$ cat src/hdl/etm_pkg.sv
// Constants shared by the event timer with pulse measurement.
//
// Overview of operation
// - An 8-bit up-counter clocked by the count pin or the prescaled clock.
// - Counter writes go to preload; counter reads return the live count.
// - Control bits 7:6 pick mode: 01 event, 10 timer, 11 pulse width.
// - Event or timer mode counts to FFH, then reloads and sets the flag.
// - Event mode counts pin edges; timer and pulse modes count prescaled ticks.
// - Pulse mode starts on the active edge, stops on return, clears run.
// - Pulse measurement starts on an edge only, never on a standing level.
// - One measurement per run setting; the result then holds in the counter.
// - Overflow during pulse measurement reloads and raises the flag as well.
// - Event mode: edge polarity 1 counts falling edges, 0 rising edges.
// - Pulse mode: polarity 1 measures high pulses, 0 measures low pulses.
// - Bit 4 enables counting; only software clears it outside pulse mode.
// - Control bits 2:0 divide the core clock by two to that power.
// - Control bit 5 is unused and reads as zero.
// - Preload writes also load the counter only while counting is off.
// - A counter read blocks the count tick of that cycle.
// - Every overflow is a wake-up request, in every mode.
// - Overflow interrupt enable at 0 suppresses the interrupt request.
// - Divider option, output mode: data 1 gives divider, data 0 gives low.
// - In input mode the shared line stays a plain input.
// - The divider output toggles on each overflow.
`default_nettype none

package etm_pkg;

    localparam logic [7:0] COUNT_VALUE_ADDR = 8'h0d;
    localparam logic [7:0] COUNT_CONTROL_ADDR = 8'h0e;
    localparam logic [7:0] INT_CONTROL_ADDR = 8'h0f;
    localparam logic [7:0] PORT_LINE_ADDR = 8'h10;

    localparam int MODE_HI_BIT = 7;
    localparam int MODE_LO_BIT = 6;
    localparam int UNUSED_BIT = 5;
    localparam int RUN_BIT = 4;
    localparam int EDGE_BIT = 3;
    localparam int PRESC_HI_BIT = 2;
    localparam int PRESC_LO_BIT = 0;

    localparam int OVF_FLAG_BIT = 5;
    localparam int OVF_ENABLE_BIT = 2;

    localparam int PORT_DATA_BIT = 0;
    localparam int PORT_DIR_BIT = 1;
    localparam int PORT_PFD_OPT_BIT = 2;
    localparam int PORT_PIN_BIT = 7;

    localparam logic [1:0] MODE_UNUSED = 2'h0;
    localparam logic [1:0] MODE_EVENT = 2'h1;
    localparam logic [1:0] MODE_TIMER = 2'h2;
    localparam logic [1:0] MODE_PULSE = 2'h3;

    localparam logic [7:0] CONTROL_RESET = 8'h08;
    localparam logic [7:0] COUNT_RESET = 8'h00;
    localparam logic [7:0] PRELOAD_RESET = 8'h00;
    localparam logic [7:0] COUNT_TOP = 8'hff;
    localparam logic [2:0] PORT_RESET = 3'h3;

    localparam int PRESC_WIDTH = 7;

    typedef enum logic [1:0] {
        PW_IDLE,
        PW_ARMED,
        PW_MEASURE
    } etm_pw_state_type;

endpackage

`default_nettype wire

$ cat src/hdl/etm_event_timer.sv
// Event counter, timer and pulse-width measurer with divider output.
`default_nettype none

module etm_event_timer
(
    input wire logic SYS_CLK,           // Core clock, 250 MHz.
    input wire logic RST_N,             // Synchronous reset, active low.
    input wire logic [7:0] ADDR,        // Register address.
    input wire logic [7:0] WDATA,       // Register write data.
    input wire logic WR_EN,             // Write strobe.
    input wire logic RD_EN,             // Read strobe.
    output logic [7:0] RDATA,           // Read data, one cycle after strobe.
    input wire logic COUNT_PIN,         // External count or pulse signal.
    input wire logic PORT_LINE3_IN,     // Shared port line, pin level.
    output logic PORT_LINE3_OUT,        // Shared port line, driven level.
    output logic PORT_LINE3_OE,         // Shared port line, drive enable.
    output logic OVF_IRQ,               // Overflow interrupt request level.
    output logic WAKE_REQ               // Overflow wake-up pulse.
);

    logic [7:0] count_value;
    logic [7:0] preload;
    logic [7:0] count_control;
    logic overflow_flag;
    logic overflow_int_enable;
    logic port_data;
    logic port_dir_in;
    logic pfd_option;
    logic freq_divider_out;

    logic pin_meta;
    logic pin_sync;
    logic pin_prev;
    logic pin_rise;
    logic pin_fall;

    logic [etm_pkg::PRESC_WIDTH-1:0] presc_cnt;
    logic [etm_pkg::PRESC_WIDTH-1:0] presc_mask;
    logic presc_tick;

    etm_pkg::etm_pw_state_type pw_state;
    etm_pkg::etm_pw_state_type next_pw_state;

    logic [1:0] mode;
    logic count_run;
    logic edge_polarity;
    logic [2:0] prescale_sel;

    logic wr_count;
    logic wr_control;
    logic wr_int;
    logic wr_port;
    logic rd_count;
    logic count_tick;
    logic overflow;
    logic pw_start_edge;
    logic pw_stop_edge;
    logic pw_done;

    assign mode = count_control[etm_pkg::MODE_HI_BIT:etm_pkg::MODE_LO_BIT];
    assign count_run = count_control[etm_pkg::RUN_BIT];
    assign edge_polarity = count_control[etm_pkg::EDGE_BIT];
    assign prescale_sel =
        count_control[etm_pkg::PRESC_HI_BIT:etm_pkg::PRESC_LO_BIT];

    assign wr_count = WR_EN && (ADDR == etm_pkg::COUNT_VALUE_ADDR);
    assign wr_control = WR_EN && (ADDR == etm_pkg::COUNT_CONTROL_ADDR);
    assign wr_int = WR_EN && (ADDR == etm_pkg::INT_CONTROL_ADDR);
    assign wr_port = WR_EN && (ADDR == etm_pkg::PORT_LINE_ADDR);
    assign rd_count = RD_EN && (ADDR == etm_pkg::COUNT_VALUE_ADDR);

    // Count pin synchroniser; only pin_sync and pin_prev feed the edges.
    always_ff @(posedge SYS_CLK)
    begin
        if (!RST_N)
        begin
            pin_meta <= 1'b0;
            pin_sync <= 1'b0;
            pin_prev <= 1'b0;
        end
        else
        begin
            pin_meta <= COUNT_PIN;
            pin_sync <= pin_meta;
            pin_prev <= pin_sync;
        end
    end

    assign pin_rise = pin_sync && !pin_prev;
    assign pin_fall = !pin_sync && pin_prev;

    // Free-running prescaler; a divide by 2^n gives a tick every 2^n cycles.
    always_ff @(posedge SYS_CLK)
    begin
        if (!RST_N)
        begin
            presc_cnt <= '0;
        end
        else
        begin
            presc_cnt <= presc_cnt + 1'b1;
        end
    end

    always_comb
    begin
        presc_mask = '0;
        for (int i = 0; i < etm_pkg::PRESC_WIDTH; i++)
        begin
            presc_mask[i] = (i < int'(prescale_sel));
        end
    end

    assign presc_tick = ((presc_cnt & presc_mask) == presc_mask);

    // Pulse-width edges: polarity 1 measures a high pulse, 0 a low pulse.
    assign pw_start_edge = edge_polarity ? pin_rise : pin_fall;
    assign pw_stop_edge = edge_polarity ? pin_fall : pin_rise;

    always_comb
    begin
        next_pw_state = pw_state;
        unique case (pw_state)
            etm_pkg::PW_IDLE:
            begin
                if (count_run && mode == etm_pkg::MODE_PULSE)
                begin
                    next_pw_state = etm_pkg::PW_ARMED;
                end
            end
            etm_pkg::PW_ARMED:
            begin
                if (!count_run || mode != etm_pkg::MODE_PULSE)
                begin
                    next_pw_state = etm_pkg::PW_IDLE;
                end
                else if (pw_start_edge)
                begin
                    next_pw_state = etm_pkg::PW_MEASURE;
                end
            end
            etm_pkg::PW_MEASURE:
            begin
                if (!count_run || mode != etm_pkg::MODE_PULSE || pw_stop_edge)
                begin
                    next_pw_state = etm_pkg::PW_IDLE;
                end
            end
        endcase
    end

    assign pw_done = (pw_state == etm_pkg::PW_MEASURE) && pw_stop_edge
        && count_run && (mode == etm_pkg::MODE_PULSE);

    always_ff @(posedge SYS_CLK)
    begin
        if (!RST_N)
        begin
            pw_state <= etm_pkg::PW_IDLE;
        end
        else
        begin
            pw_state <= next_pw_state;
        end
    end

    // Source of the count tick per mode.
    always_comb
    begin
        count_tick = 1'b0;
        unique case (mode)
            etm_pkg::MODE_EVENT:
            begin
                count_tick = count_run
                    && (edge_polarity ? pin_fall : pin_rise);
            end
            etm_pkg::MODE_TIMER:
            begin
                count_tick = count_run && presc_tick;
            end
            etm_pkg::MODE_PULSE:
            begin
                count_tick = (pw_state == etm_pkg::PW_MEASURE) && count_run
                    && !pw_stop_edge && presc_tick;
            end
            etm_pkg::MODE_UNUSED:
            begin
                count_tick = 1'b0;
            end
        endcase
        // A counter read cycle drops its tick, trading a lost count for a steady value.
        if (rd_count)
        begin
            count_tick = 1'b0;
        end
    end

    assign overflow = count_tick
        && (count_value == etm_pkg::COUNT_TOP);

    // Counter and preload.
    always_ff @(posedge SYS_CLK)
    begin
        if (!RST_N)
        begin
            count_value <= etm_pkg::COUNT_RESET;
        end
        else if (wr_count && !count_run)
        begin
            count_value <= WDATA;
        end
        else if (overflow)
        begin
            count_value <= preload;
        end
        else if (count_tick)
        begin
            count_value <= count_value + 8'h01;
        end
    end

    always_ff @(posedge SYS_CLK)
    begin
        if (!RST_N)
        begin
            preload <= etm_pkg::PRELOAD_RESET;
        end
        else if (wr_count)
        begin
            preload <= WDATA;
        end
    end

    // Control register; the run bit is only cleared by hardware in pulse mode.
    always_ff @(posedge SYS_CLK)
    begin
        if (!RST_N)
        begin
            count_control <= etm_pkg::CONTROL_RESET;
        end
        else if (wr_control)
        begin
            count_control <= WDATA;
            count_control[etm_pkg::UNUSED_BIT] <= 1'b0;
        end
        else if (pw_done)
        begin
            count_control[etm_pkg::RUN_BIT] <= 1'b0;
        end
    end

    // Overflow flag: an overflow in the clearing cycle still sets it.
    always_ff @(posedge SYS_CLK)
    begin
        if (!RST_N)
        begin
            overflow_flag <= 1'b0;
            overflow_int_enable <= 1'b0;
        end
        else
        begin
            if (overflow)
            begin
                overflow_flag <= 1'b1;
            end
            else if (wr_int)
            begin
                overflow_flag <= WDATA[etm_pkg::OVF_FLAG_BIT];
            end
            if (wr_int)
            begin
                overflow_int_enable <= WDATA[etm_pkg::OVF_ENABLE_BIT];
            end
        end
    end

    // Shared port line and frequency divider.
    always_ff @(posedge SYS_CLK)
    begin
        if (!RST_N)
        begin
            freq_divider_out <= 1'b0;
        end
        else if (overflow)
        begin
            freq_divider_out <= !freq_divider_out;
        end
    end

    always_ff @(posedge SYS_CLK)
    begin
        if (!RST_N)
        begin
            port_data <= etm_pkg::PORT_RESET[etm_pkg::PORT_DATA_BIT];
            port_dir_in <= etm_pkg::PORT_RESET[etm_pkg::PORT_DIR_BIT];
            pfd_option <= etm_pkg::PORT_RESET[etm_pkg::PORT_PFD_OPT_BIT];
        end
        else if (wr_port)
        begin
            port_data <= WDATA[etm_pkg::PORT_DATA_BIT];
            port_dir_in <= WDATA[etm_pkg::PORT_DIR_BIT];
            pfd_option <= WDATA[etm_pkg::PORT_PFD_OPT_BIT];
        end
    end

    always_ff @(posedge SYS_CLK)
    begin
        if (!RST_N)
        begin
            PORT_LINE3_OUT <= 1'b0;
            PORT_LINE3_OE <= 1'b0;
        end
        else
        begin
            PORT_LINE3_OE <= !port_dir_in;
            PORT_LINE3_OUT <= pfd_option ? (port_data && freq_divider_out)
                : port_data;
        end
    end

    // Interrupt request and wake-up pulse.
    always_ff @(posedge SYS_CLK)
    begin
        if (!RST_N)
        begin
            OVF_IRQ <= 1'b0;
            WAKE_REQ <= 1'b0;
        end
        else
        begin
            OVF_IRQ <= (overflow_flag || overflow)
                && overflow_int_enable;
            WAKE_REQ <= overflow;
        end
    end

    // Register read port; unmapped addresses read as zero.
    always_ff @(posedge SYS_CLK)
    begin
        if (!RST_N)
        begin
            RDATA <= 8'h00;
        end
        else if (RD_EN)
        begin
            unique case (ADDR)
                etm_pkg::COUNT_VALUE_ADDR:
                begin
                    RDATA <= count_value;
                end
                etm_pkg::COUNT_CONTROL_ADDR:
                begin
                    RDATA <= count_control & 8'hdf;
                end
                etm_pkg::INT_CONTROL_ADDR:
                begin
                    RDATA <= 8'h00;
                    RDATA[etm_pkg::OVF_FLAG_BIT] <= overflow_flag;
                    RDATA[etm_pkg::OVF_ENABLE_BIT] <= overflow_int_enable;
                end
                etm_pkg::PORT_LINE_ADDR:
                begin
                    RDATA <= 8'h00;
                    RDATA[etm_pkg::PORT_DATA_BIT] <= port_data;
                    RDATA[etm_pkg::PORT_DIR_BIT] <= port_dir_in;
                    RDATA[etm_pkg::PORT_PFD_OPT_BIT] <= pfd_option;
                    RDATA[etm_pkg::PORT_PIN_BIT] <= PORT_LINE3_IN;
                end
                default:
                begin
                    RDATA <= 8'h00;
                end
            endcase
        end
        else
        begin
            RDATA <= 8'h00;
        end
    end

endmodule

`default_nettype wire

$ cat config.mk
export PLATFORM = sky130hd
export DESIGN_NAME = etm_event_timer
export DESIGN_NICKNAME = d
export VERILOG_FILES = /design/src/hdl/etm_pkg.sv /design/src/hdl/etm_event_timer.sv
export SDC_FILE = /design/constraint.sdc
export NUM_CORES = 1
export LEC_CHECK = 0
export BUFFER_PORTS_ARGS = -buffer_cell sky130_fd_sc_hd__buf_4
export CAP_MARGIN = 20
export CORE_MARGIN = 3
export CORE_UTILIZATION = 43
export DETAILED_ROUTE_END_ITERATION = 10
export MAX_ROUTING_LAYER = met4
export PLACE_DENSITY_LB_ADDON = 0.08
export SYNTH_ARGS = -nofsm -noshare
export SYNTH_HDL_FRONTEND = slang
export SYNTH_SLANG_ARGS = --single-unit
$ cat constraint.sdc
create_clock -name SYS_CLK -period 4.45 [get_ports SYS_CLK]
set_input_delay 0.2225 -clock SYS_CLK [delete_from_list [all_inputs] [get_ports SYS_CLK]]
set_output_delay 0.2225 -clock SYS_CLK [all_outputs]
set_load 0.01 [all_outputs]
== Word level (Yosys, flattened, before mapping) ==
Index checks and enable logic that the tools add are counted.

* Register bits after elaboration: 53
* Input bits: 22
* Logic and storage cells: 99

* Add/subtract/negate cells: 2
* Order comparisons: 7
* Equal/unequal tests: 15
* Muxes and demuxes: 18
* Bitwise gates (word level): 1
* Reduce and logical (&&, ||, !) cells: 36

{| class="wikitable"
|+ Operators with widths
! kind !! number
|-
| one-hot mux 8 bit (4 select lines) || 1
|-
| == test 8 x 4 -> 1 bit, second input constant || 3
|-
| 2-to-1 mux 8 bit || 3
|-
| logical AND 1 bit || 20
|-
| < comparator 3 bit, first input constant || 3
|-
| adder 8 x 1 -> 8 bit, second input constant || 1
|-
| == test 8 x 5 -> 1 bit, second input constant || 1
|-
| == test 8 bit, second input constant || 1
|-
| 2-to-1 mux 1 bit || 8
|-
| 2-to-1 mux 2 bit || 4
|-
| adder 7 x 1 -> 7 bit, second input constant || 1
|-
| AND 7 bit || 1
|-
| == test 7 bit || 1
|-
| == test 2 bit, second input constant || 3
|-
| logical NOT 1 bit || 6
|-
| < comparator 1 x 3 -> 1 bit, first input constant || 2
|-
| < comparator 2 x 3 -> 1 bit, first input constant || 2
|-
| != test 2 bit, second input constant || 3
|-
| one-hot mux 2 bit (3 select lines) || 1
|-
| == test 2 x 1 -> 1 bit, second input constant || 2
|-
| logical NOT 2 bit || 2
|-
| one-hot mux 1 bit (4 select lines) || 1
|-
| nonzero test 2 bit || 2
|-
| logical OR 1 bit || 3
|-
| other kinds (4) || 4
|}

== Longest topological paths before layout ==
Gate-level depths: netlist of the first run.

* Depth after elaboration: 11
* Mapped depth: 8
* Gate-level depth less buffers: 7

== Worst setup path before layout of the first run ==
OpenSTA, ideal clock, no wires.

* Kind: in2reg
* From: in ADDR[5]
* To: reg count_value[6]
* Data arrival time: 1786 ps
* Slack: 2550 ps
* Stages: 8
* Path buffers: 2
* Cell sequence: or3_1 > buf_2 > nor4_4 > and2_1 > buf_4 > a311o_1 > o22ai_1 > o21a_1

* Word-level cells in the longest chain between the ends: 6
* Elaborated cells between the ends (all ways): 9
* Classes of those cells: eq/ne: 1; mux: 3; reduce/logical: 5

{| class="wikitable"
|+ RTL lines
! element !! line !! RTL
|-
| start, declared || etm_event_timer.sv:8 || <nowiki>input wire logic [7:0] ADDR,</nowiki>
|-
| == test 8 x 4 -> 1 bit * || etm_event_timer.sv:66, etm_event_timer.sv:70 ||
|-
| logical AND 1 bit || etm_event_timer.sv:70 || <nowiki>assign rd_count = RD_EN && (ADDR == etm_pkg::COUNT_VALUE_ADDR);</nowiki>
|-
| 2-to-1 mux 1 bit || etm_event_timer.sv:192 || <nowiki>if (rd_count)</nowiki>
|-
| logical AND 1 bit || etm_event_timer.sv:199 || <nowiki>&& (count_value == etm_pkg::COUNT_TOP);</nowiki>
|-
| 2-to-1 mux 8 bit || etm_event_timer.sv:212 || <nowiki>else if (overflow)</nowiki>
|-
| 2-to-1 mux 8 bit || etm_event_timer.sv:208 || <nowiki>else if (wr_count && !count_run)</nowiki>
|-
| end signal, assigned || etm_event_timer.sv:206 || <nowiki>count_value <= etm_pkg::COUNT_RESET;</nowiki>
|-
| end signal, assigned || etm_event_timer.sv:214 || <nowiki>count_value <= preload;</nowiki>
|-
| end signal, assigned || etm_event_timer.sv:218 || <nowiki>count_value <= count_value + 8'h01;</nowiki>
|-
| end, declared || etm_event_timer.sv:21 || <nowiki>logic [7:0] count_value;</nowiki>
|}

Mark *: on every way between the ends. The rest lies on a longest branch, timed or not.
A chain may end at the register's enable or synchronous reset.

== Worst setup path after layout of the first run ==
Same ends and word-level chain as after synthesis.

==> impl_metrics.yaml, run 1 <==
min_path:
  holdPathEnd: "pin_meta"
  hold_path.class: "input pin to flop"
  min_path_cells: 2
  hold_start: "COUNT_PIN"
cells_and_area:
  finalNetCount: 362
  antennaDiodeCount: 0
  final_cell_area_um2: 3040
  syn2layout_area_growth_pct: 14.7
  drive_above_1_share_pct: 14.3
  stdcell_count: 408
critical_path:
  end_kind: "flop"
  timing.rr.start: "count_control[3]"
  worst_ep_required_time_ps: 4660
  r2r_end: "count_value[4]"
  rrSetupSlack_ps: 2210
  crit_slowest_cell: "nor4_4"
  worstRegToRegCells: 5
  path_buf_inv: 1
  critPathTopFamily: "simple AND/OR/NAND/NOR gates"
  path_cells: "buf_4 > or3_1 > nor4_4 > and2_1 > a311o_1 > o22ai_1 > o21a_1"
  crit_fanout: 18
  slowest_delay_ps: 880
  start_kind: "input pin"
  worstSetupPathType: "input pin to flop"
  crit_arrival_ps: 2560
route:
  wl_met2_mm: 2.87
  route.detailed.drc: 0
  wire_per_inst_um: 16.2
  vias: 2330
  drt_iter0_drc: 131
  wl_mm: 6.60
  wl_met1_mm: 3.15
  vias_per_cell: 5.71
  drtPass1Iterations: 4
  highest_layer: "met4"
  wl_met3_um: 457
  ant_nets: 0
yosys:
  syn_inst: 315
  postSynthNetCount: 342
  synth-edff-count: 0
  syn_area_um2: 2650
  async_flop_share_pct: 0
  synth_seq_cells: 53
  synth_ff_type: "dfxtp_1"
  syn_avg_cell_area_um2: 8.42
  ys_types: 49
  yosysSeqAreaShare_pct: 40.0
  yosys_warnings: 0
floorplan:
  die_height_um: 84.5
  die_width_um: 84.5
  die-area_um2: 7150
  top_level_ports: 34
  initial_core_util_pct: 46.2
  rows: 27
  core_um2: 5740
place:
  hpwl_mm: 4.48
  placed_area_um2: 2900
  post-place-cells: 400
  place_ws_ps: 1770
  gp_congestion: 0.788
  port_buffers: 33
clocking:
  cts_buffers: 5
  clk_path_buf_depth: 2
  clk_pin_slew_ps: 100
  hold_buffers: 0
  clk_latency_ps: 310
  h-tree-depth: 2
  cts_resized: 0
  cts_root_buffer: "clkbuf_8"
  cts_setup_buffers: 0
  clock_sinks: 53
  cts_tree: "built"
timing:
  rsz0062_at_grt: "no"
  setup_viol: 0
  max_freq_mhz: 425
  hold_violations: 0
  period_needed_ps: 2350
  clock_skew_ps: 8.87
  worst_slew_pin_slew_ps: 987
  holdWs_ps: 113
  slew_violations: 0
  slew_headroom_pct: 33.7
  fin_crit_sh_pct: 52.8
  fin_setup_tns_ps: 0
  setup_ws_ps: 2100
global_routing:
  grt_max_degree: 50
  grt_antenna_before_repair: 0
  overflow: 0
  grt.total_usage_pct: 19.3
  grt_pass1_wl_mm: 10.8
  grt_pass1_vias: 2106
run_status:
  outcome: "finished clean"
pwr:
  vdd_drop_max_uv: 187
  p_leak_uw: 0.00117
  power.density_nw_per_um2: 310
run:
  maxCapViolCount: 0
## stage by stage
stage,power (µW),util [%]
after floorplan,528,-
after global placement,556,50.6
after detailed placement,557,50.6
after CTS,946,53.0
after global routing,976,53.0
final,944,53.0
## synthesized netlist by cell type, types with 3 or more instances
master / number / area share (%)
mux2i_1: 10 / 3.8
xnor2_1: 4 / 1.3
inv_1: 7 / 0.99
a22oi_1: 5 / 1.4
o21ai_0: 7 / 1.3
o31ai_1: 3 / 0.85
clkbuf_1: 14 / 2.0
nand3_1: 34 / 6.4
nor2b_1: 9 / 2.1
xor2_1: 3 / 0.99
nand2_1: 36 / 5.1
and3_1: 12 / 2.8
dfxtp_1: 53 / 40
nor3_1: 7 / 1.3
ha_1: 5 / 2.4
and2_1: 11 / 2.6
o31a_1: 6 / 2.0
a21boi_0: 11 / 3.1
a21oi_1: 15 / 2.8
buf_2: 3 / 0.57
nand4_1: 6 / 1.4
nand2b_1: 6 / 1.4
o21a_1: 3 / 0.85
nor2_1: 12 / 1.7
## cell usage in the layout (no fill, tap or decap), types with 10 or more instances in the layout
| master | Yosys | final |
|---|---|---|
| dfxtp_1 | 53 | 53 |
| nand2_1 | 36 | 36 |
| nand3_1 | 34 | 34 |
| buf_4 | 2 | 33 |
| a21oi_1 | 15 | 15 |
| and3_1 | 12 | 12 |
| nor2_1 | 12 | 12 |
| and2_1 | 11 | 11 |
| a21boi_0 | 11 | 11 |
| mux2i_1 | 10 | 10 |
## where the power goes
| part | switching, µW | total [µW] | leakage, µW | internal [µW] |
|---|---|---|---|---|
| Combinational | 34.5 | 61.2 | 0.000674 | 26.7 |
| Clock | 171 | 398 | 0.0000687 | 227 |
| Sequential | 5.22 | 485 | 0.000428 | 479 |
## layout make-up
cell class,count,area (µm²)
clock buffer,5,68.8
tap,72,90.1
timing repair buffer,33,248
clock inverter,3,68.8
fill,547,2700
multi-input combinational,235,1480
sequential,53,1060
inverter,7,26.3
## worst max-delay path by stage
stage | start | to | slack (ps) | cells after the start
after CTS | ADDR[5] | count_value[6] | 2090 | 7
after detailed placement | ADDR[5] | count_value[6] | 1770 | 7
after global routing | ADDR[5] | count_value[1] | 1910 | 6
after floorplan | ADDR[5] | count_value[6] | 2550 | 8
final | ADDR[5] | count_value[6] | 2100 | 7
after global placement | ADDR[5] | count_value[6] | 1790 | 7
## state kept, by name, indices dropped and copies added (netlist names), 2 cells and up
name / flops
count_value: 8
pw_state: 2
preload: 8
presc_cnt: 7
count_control: 7
RDATA: 8
## logic make-up after synthesis
group           count (synthesis)  share of synthesized area [%]
compound gates                 67                           18.0
xor+xnor                        7                           2.31
fa+ha+maj                       5                           2.36
buf+inv                        27                           4.24
flops                          53                           40.0
mux                            12                           4.62
simple gates                  144                           28.5
## worst register-to-register path: stages (launching register included)
cell and delay [ps]:
dfxtp_1 430, mux2_2 390, a21o_1 200, a41oi_2 650, nor3_1 150, o31a_1 320
## metal layers
metal	global-route usage (%)	vias to the layer above
met2	28.3	81
met3	3.73	10
met1	26.8	1073
met4	5.47	0
met5	-	-
li1	-	1166
No activity file was read; power rests on OpenSTA's default activity.
==> run 2, diff against run 1 <==
==> constraint.sdc (replaced) <==
create_clock -name SYS_CLK -period 2.35 [get_ports SYS_CLK]
set_input_delay 0.1175 -clock SYS_CLK [delete_from_list [all_inputs] [get_ports SYS_CLK]]
set_output_delay 0.1175 -clock SYS_CLK [all_outputs]
set_load 0.01 [all_outputs]
==> run 2 against run 1 <==
- die area unchanged
- register-to-register slack got worse by 1800 ps
- clock skew increased by 5.5 ps
- non-clock buffer count is 7 higher
- design area grew 0.16%
- core utilization rose by 0.087 points
- first-iteration DRC count rose by 75%
==> impl_metrics.yaml, run 2 (same netlist as run 1, synthesis figures left out) <==
pwr:
  report.power.total_uw: 1570
  combPwrFrac_pct: 7.5
  swShare_pct: 25.1
  seq_power_share_pct: 58.6
  vdd_drop_max_uv: 296
  internal-power_uw: 1170
  p_leak_uw: 0.00118
  power.density_nw_per_um2: 514
  power.switching_uw: 394
  p_clk_share_pct: 33.9
critical_path:
  path_buf_inv: 0
  critPathTopFamily: "compound AO/OA/AOI/OAI gates"
  crit_start: "count_value[1]"
  start_kind: "flop"
  slowest_delay_ps: 480
  crit_slowest_cell: "dfxtp_1"
  worstSetupPathType: "flop to flop"
  path_cells: "ha_1 > and3_1 > nand3_1 > o21ai_0 > nor3_1 > o31a_1"
  worst_ep_required_time_ps: 2540
  crit_fanout: 7
  crit_arrival_ps: 2100
  end_kind: "flop"
  timing.rr.start: "count_value[1]"
timing:
  setup_viol: 0
  period_needed_ps: 1910
  rsz0062_at_grt: "no"
  slew_headroom_pct: 55.5
  worst_slew_pin_slew_ps: 665
  clock_skew_ps: 14.4
  max_freq_mhz: 524
  fin_setup_tns_ps: 0
  fin_crit_sh_pct: 81.2
  slew_violations: 0
  hold_violations: 0
run_status:
  outcome: "finished clean"
clocking:
  hold_buffers: 0
  cts_tree: "built"
  cts_root_buffer: "clkbuf_8"
  h-tree-depth: 2
  cts_resized: 0
  clk_pin_slew_ps: 100
  cts_setup_buffers: 0
  clk_latency_ps: 310
  clock_sinks: 53
  cts_buffers: 5
  clk_path_buf_depth: 2
route:
  wire_per_inst_um: 16.3
  drt_iter0_drc: 229
  wl_mm: 6.77
  route.detailed.drc: 0
  ant_nets: 0
  drtPass1Iterations: 5
  vias: 2362
  vias_per_cell: 5.69
global_routing:
  grt_pass1_wl_mm: 11.4
  grt.total_usage_pct: 20.0
  grt_antenna_before_repair: 0
  grt_max_degree: 50
  overflow: 0
  grt_pass1_vias: 2269
place:
  port_buffers: 33
  hpwl_mm: 4.73
  gp_congestion: 0.830
cells_and_area:
  multi_input_area_um2: 1480
  top_regs: "RDATA (8), count_value (8), preload (8)"
  finalNetCount: 369
  final_common_cell: "dfxtp_1"
  drive_above_1_share_pct: 16.0
  n_fill_cell: 585
  layout_common_cells: "dfxtp_1 (53), buf_4 (40), nand2_1 (36), nand3_1 (34), a21oi_1 (15)"
  syn2layout_area_growth_pct: 14.9
  antennaDiodeCount: 0
  regArea_um2: 1060
floorplan:
  die-area_um2: 7150
  die_width_um: 84.5
  initial_core_util_pct: 46.2
  top_level_ports: 34
  core_um2: 5740
  rows: 27
  die_height_um: 84.5
min_path:
  hold_start: "COUNT_PIN"
  hold_path.class: "input pin to flop"
run:
  maxCapViolCount: 0
-- run 2: layout make-up --
type                            count  area share [%]
Multi-Input combinational cell    235            48.5
Sequential cell                    53            34.8
Timing Repair Buffer               40            9.86
Tap cell                           72            2.96
Clock buffer                        5            2.26
Inverter                            7           0.862
Clock inverter                      3           0.698
-- run 2: path summary, 6_finish.rpt --
| check | to | slack [ps] | cells past startpoint |
|---|---|---|---|
| min | pin_meta | 20 | 2 |
| min reg2reg | pin_sync | 440 | 1 |
| max | count_value[0] | 440 | 6 |
| max reg2reg | count_value[0] | 440 | 6 |
-- run 2: metal layers --
layer  vias to the layer above  wire (µm)  track usage [%]
met5                         -          0                -
met4                         0         47             3.60
met3                         4        486             3.24
met2                        75       3090             31.2
met1                      1102       3150             27.5
li1                       1181          -                -
-- run 2: power by group through the flow --
stage / Combinational [µW] / Clock, µW / Sequential (µW)
floorplan: 63.3 / 0 / 936
global placement: 115 / 0 / 938
detailed placement: 118 / 0 / 939
CTS: 119 / 538 / 918
global route: 131 / 582 / 921
finish: 117 / 530 / 918
-- run 2: stage by stage --
step                instance area (µm²)  utilization, %  setup slack (ps)  hold WS (ps)  cells
finish                             3050            53.1               441          15.9    415
global route                       3050            53.1               312          16.9    415
CTS                                3050            53.1               452          14.8    415
detailed placement                 2960            51.5               380           333    407
global placement                   2960            51.5               412           333    407
floorplan                          2650               -               475           245    315
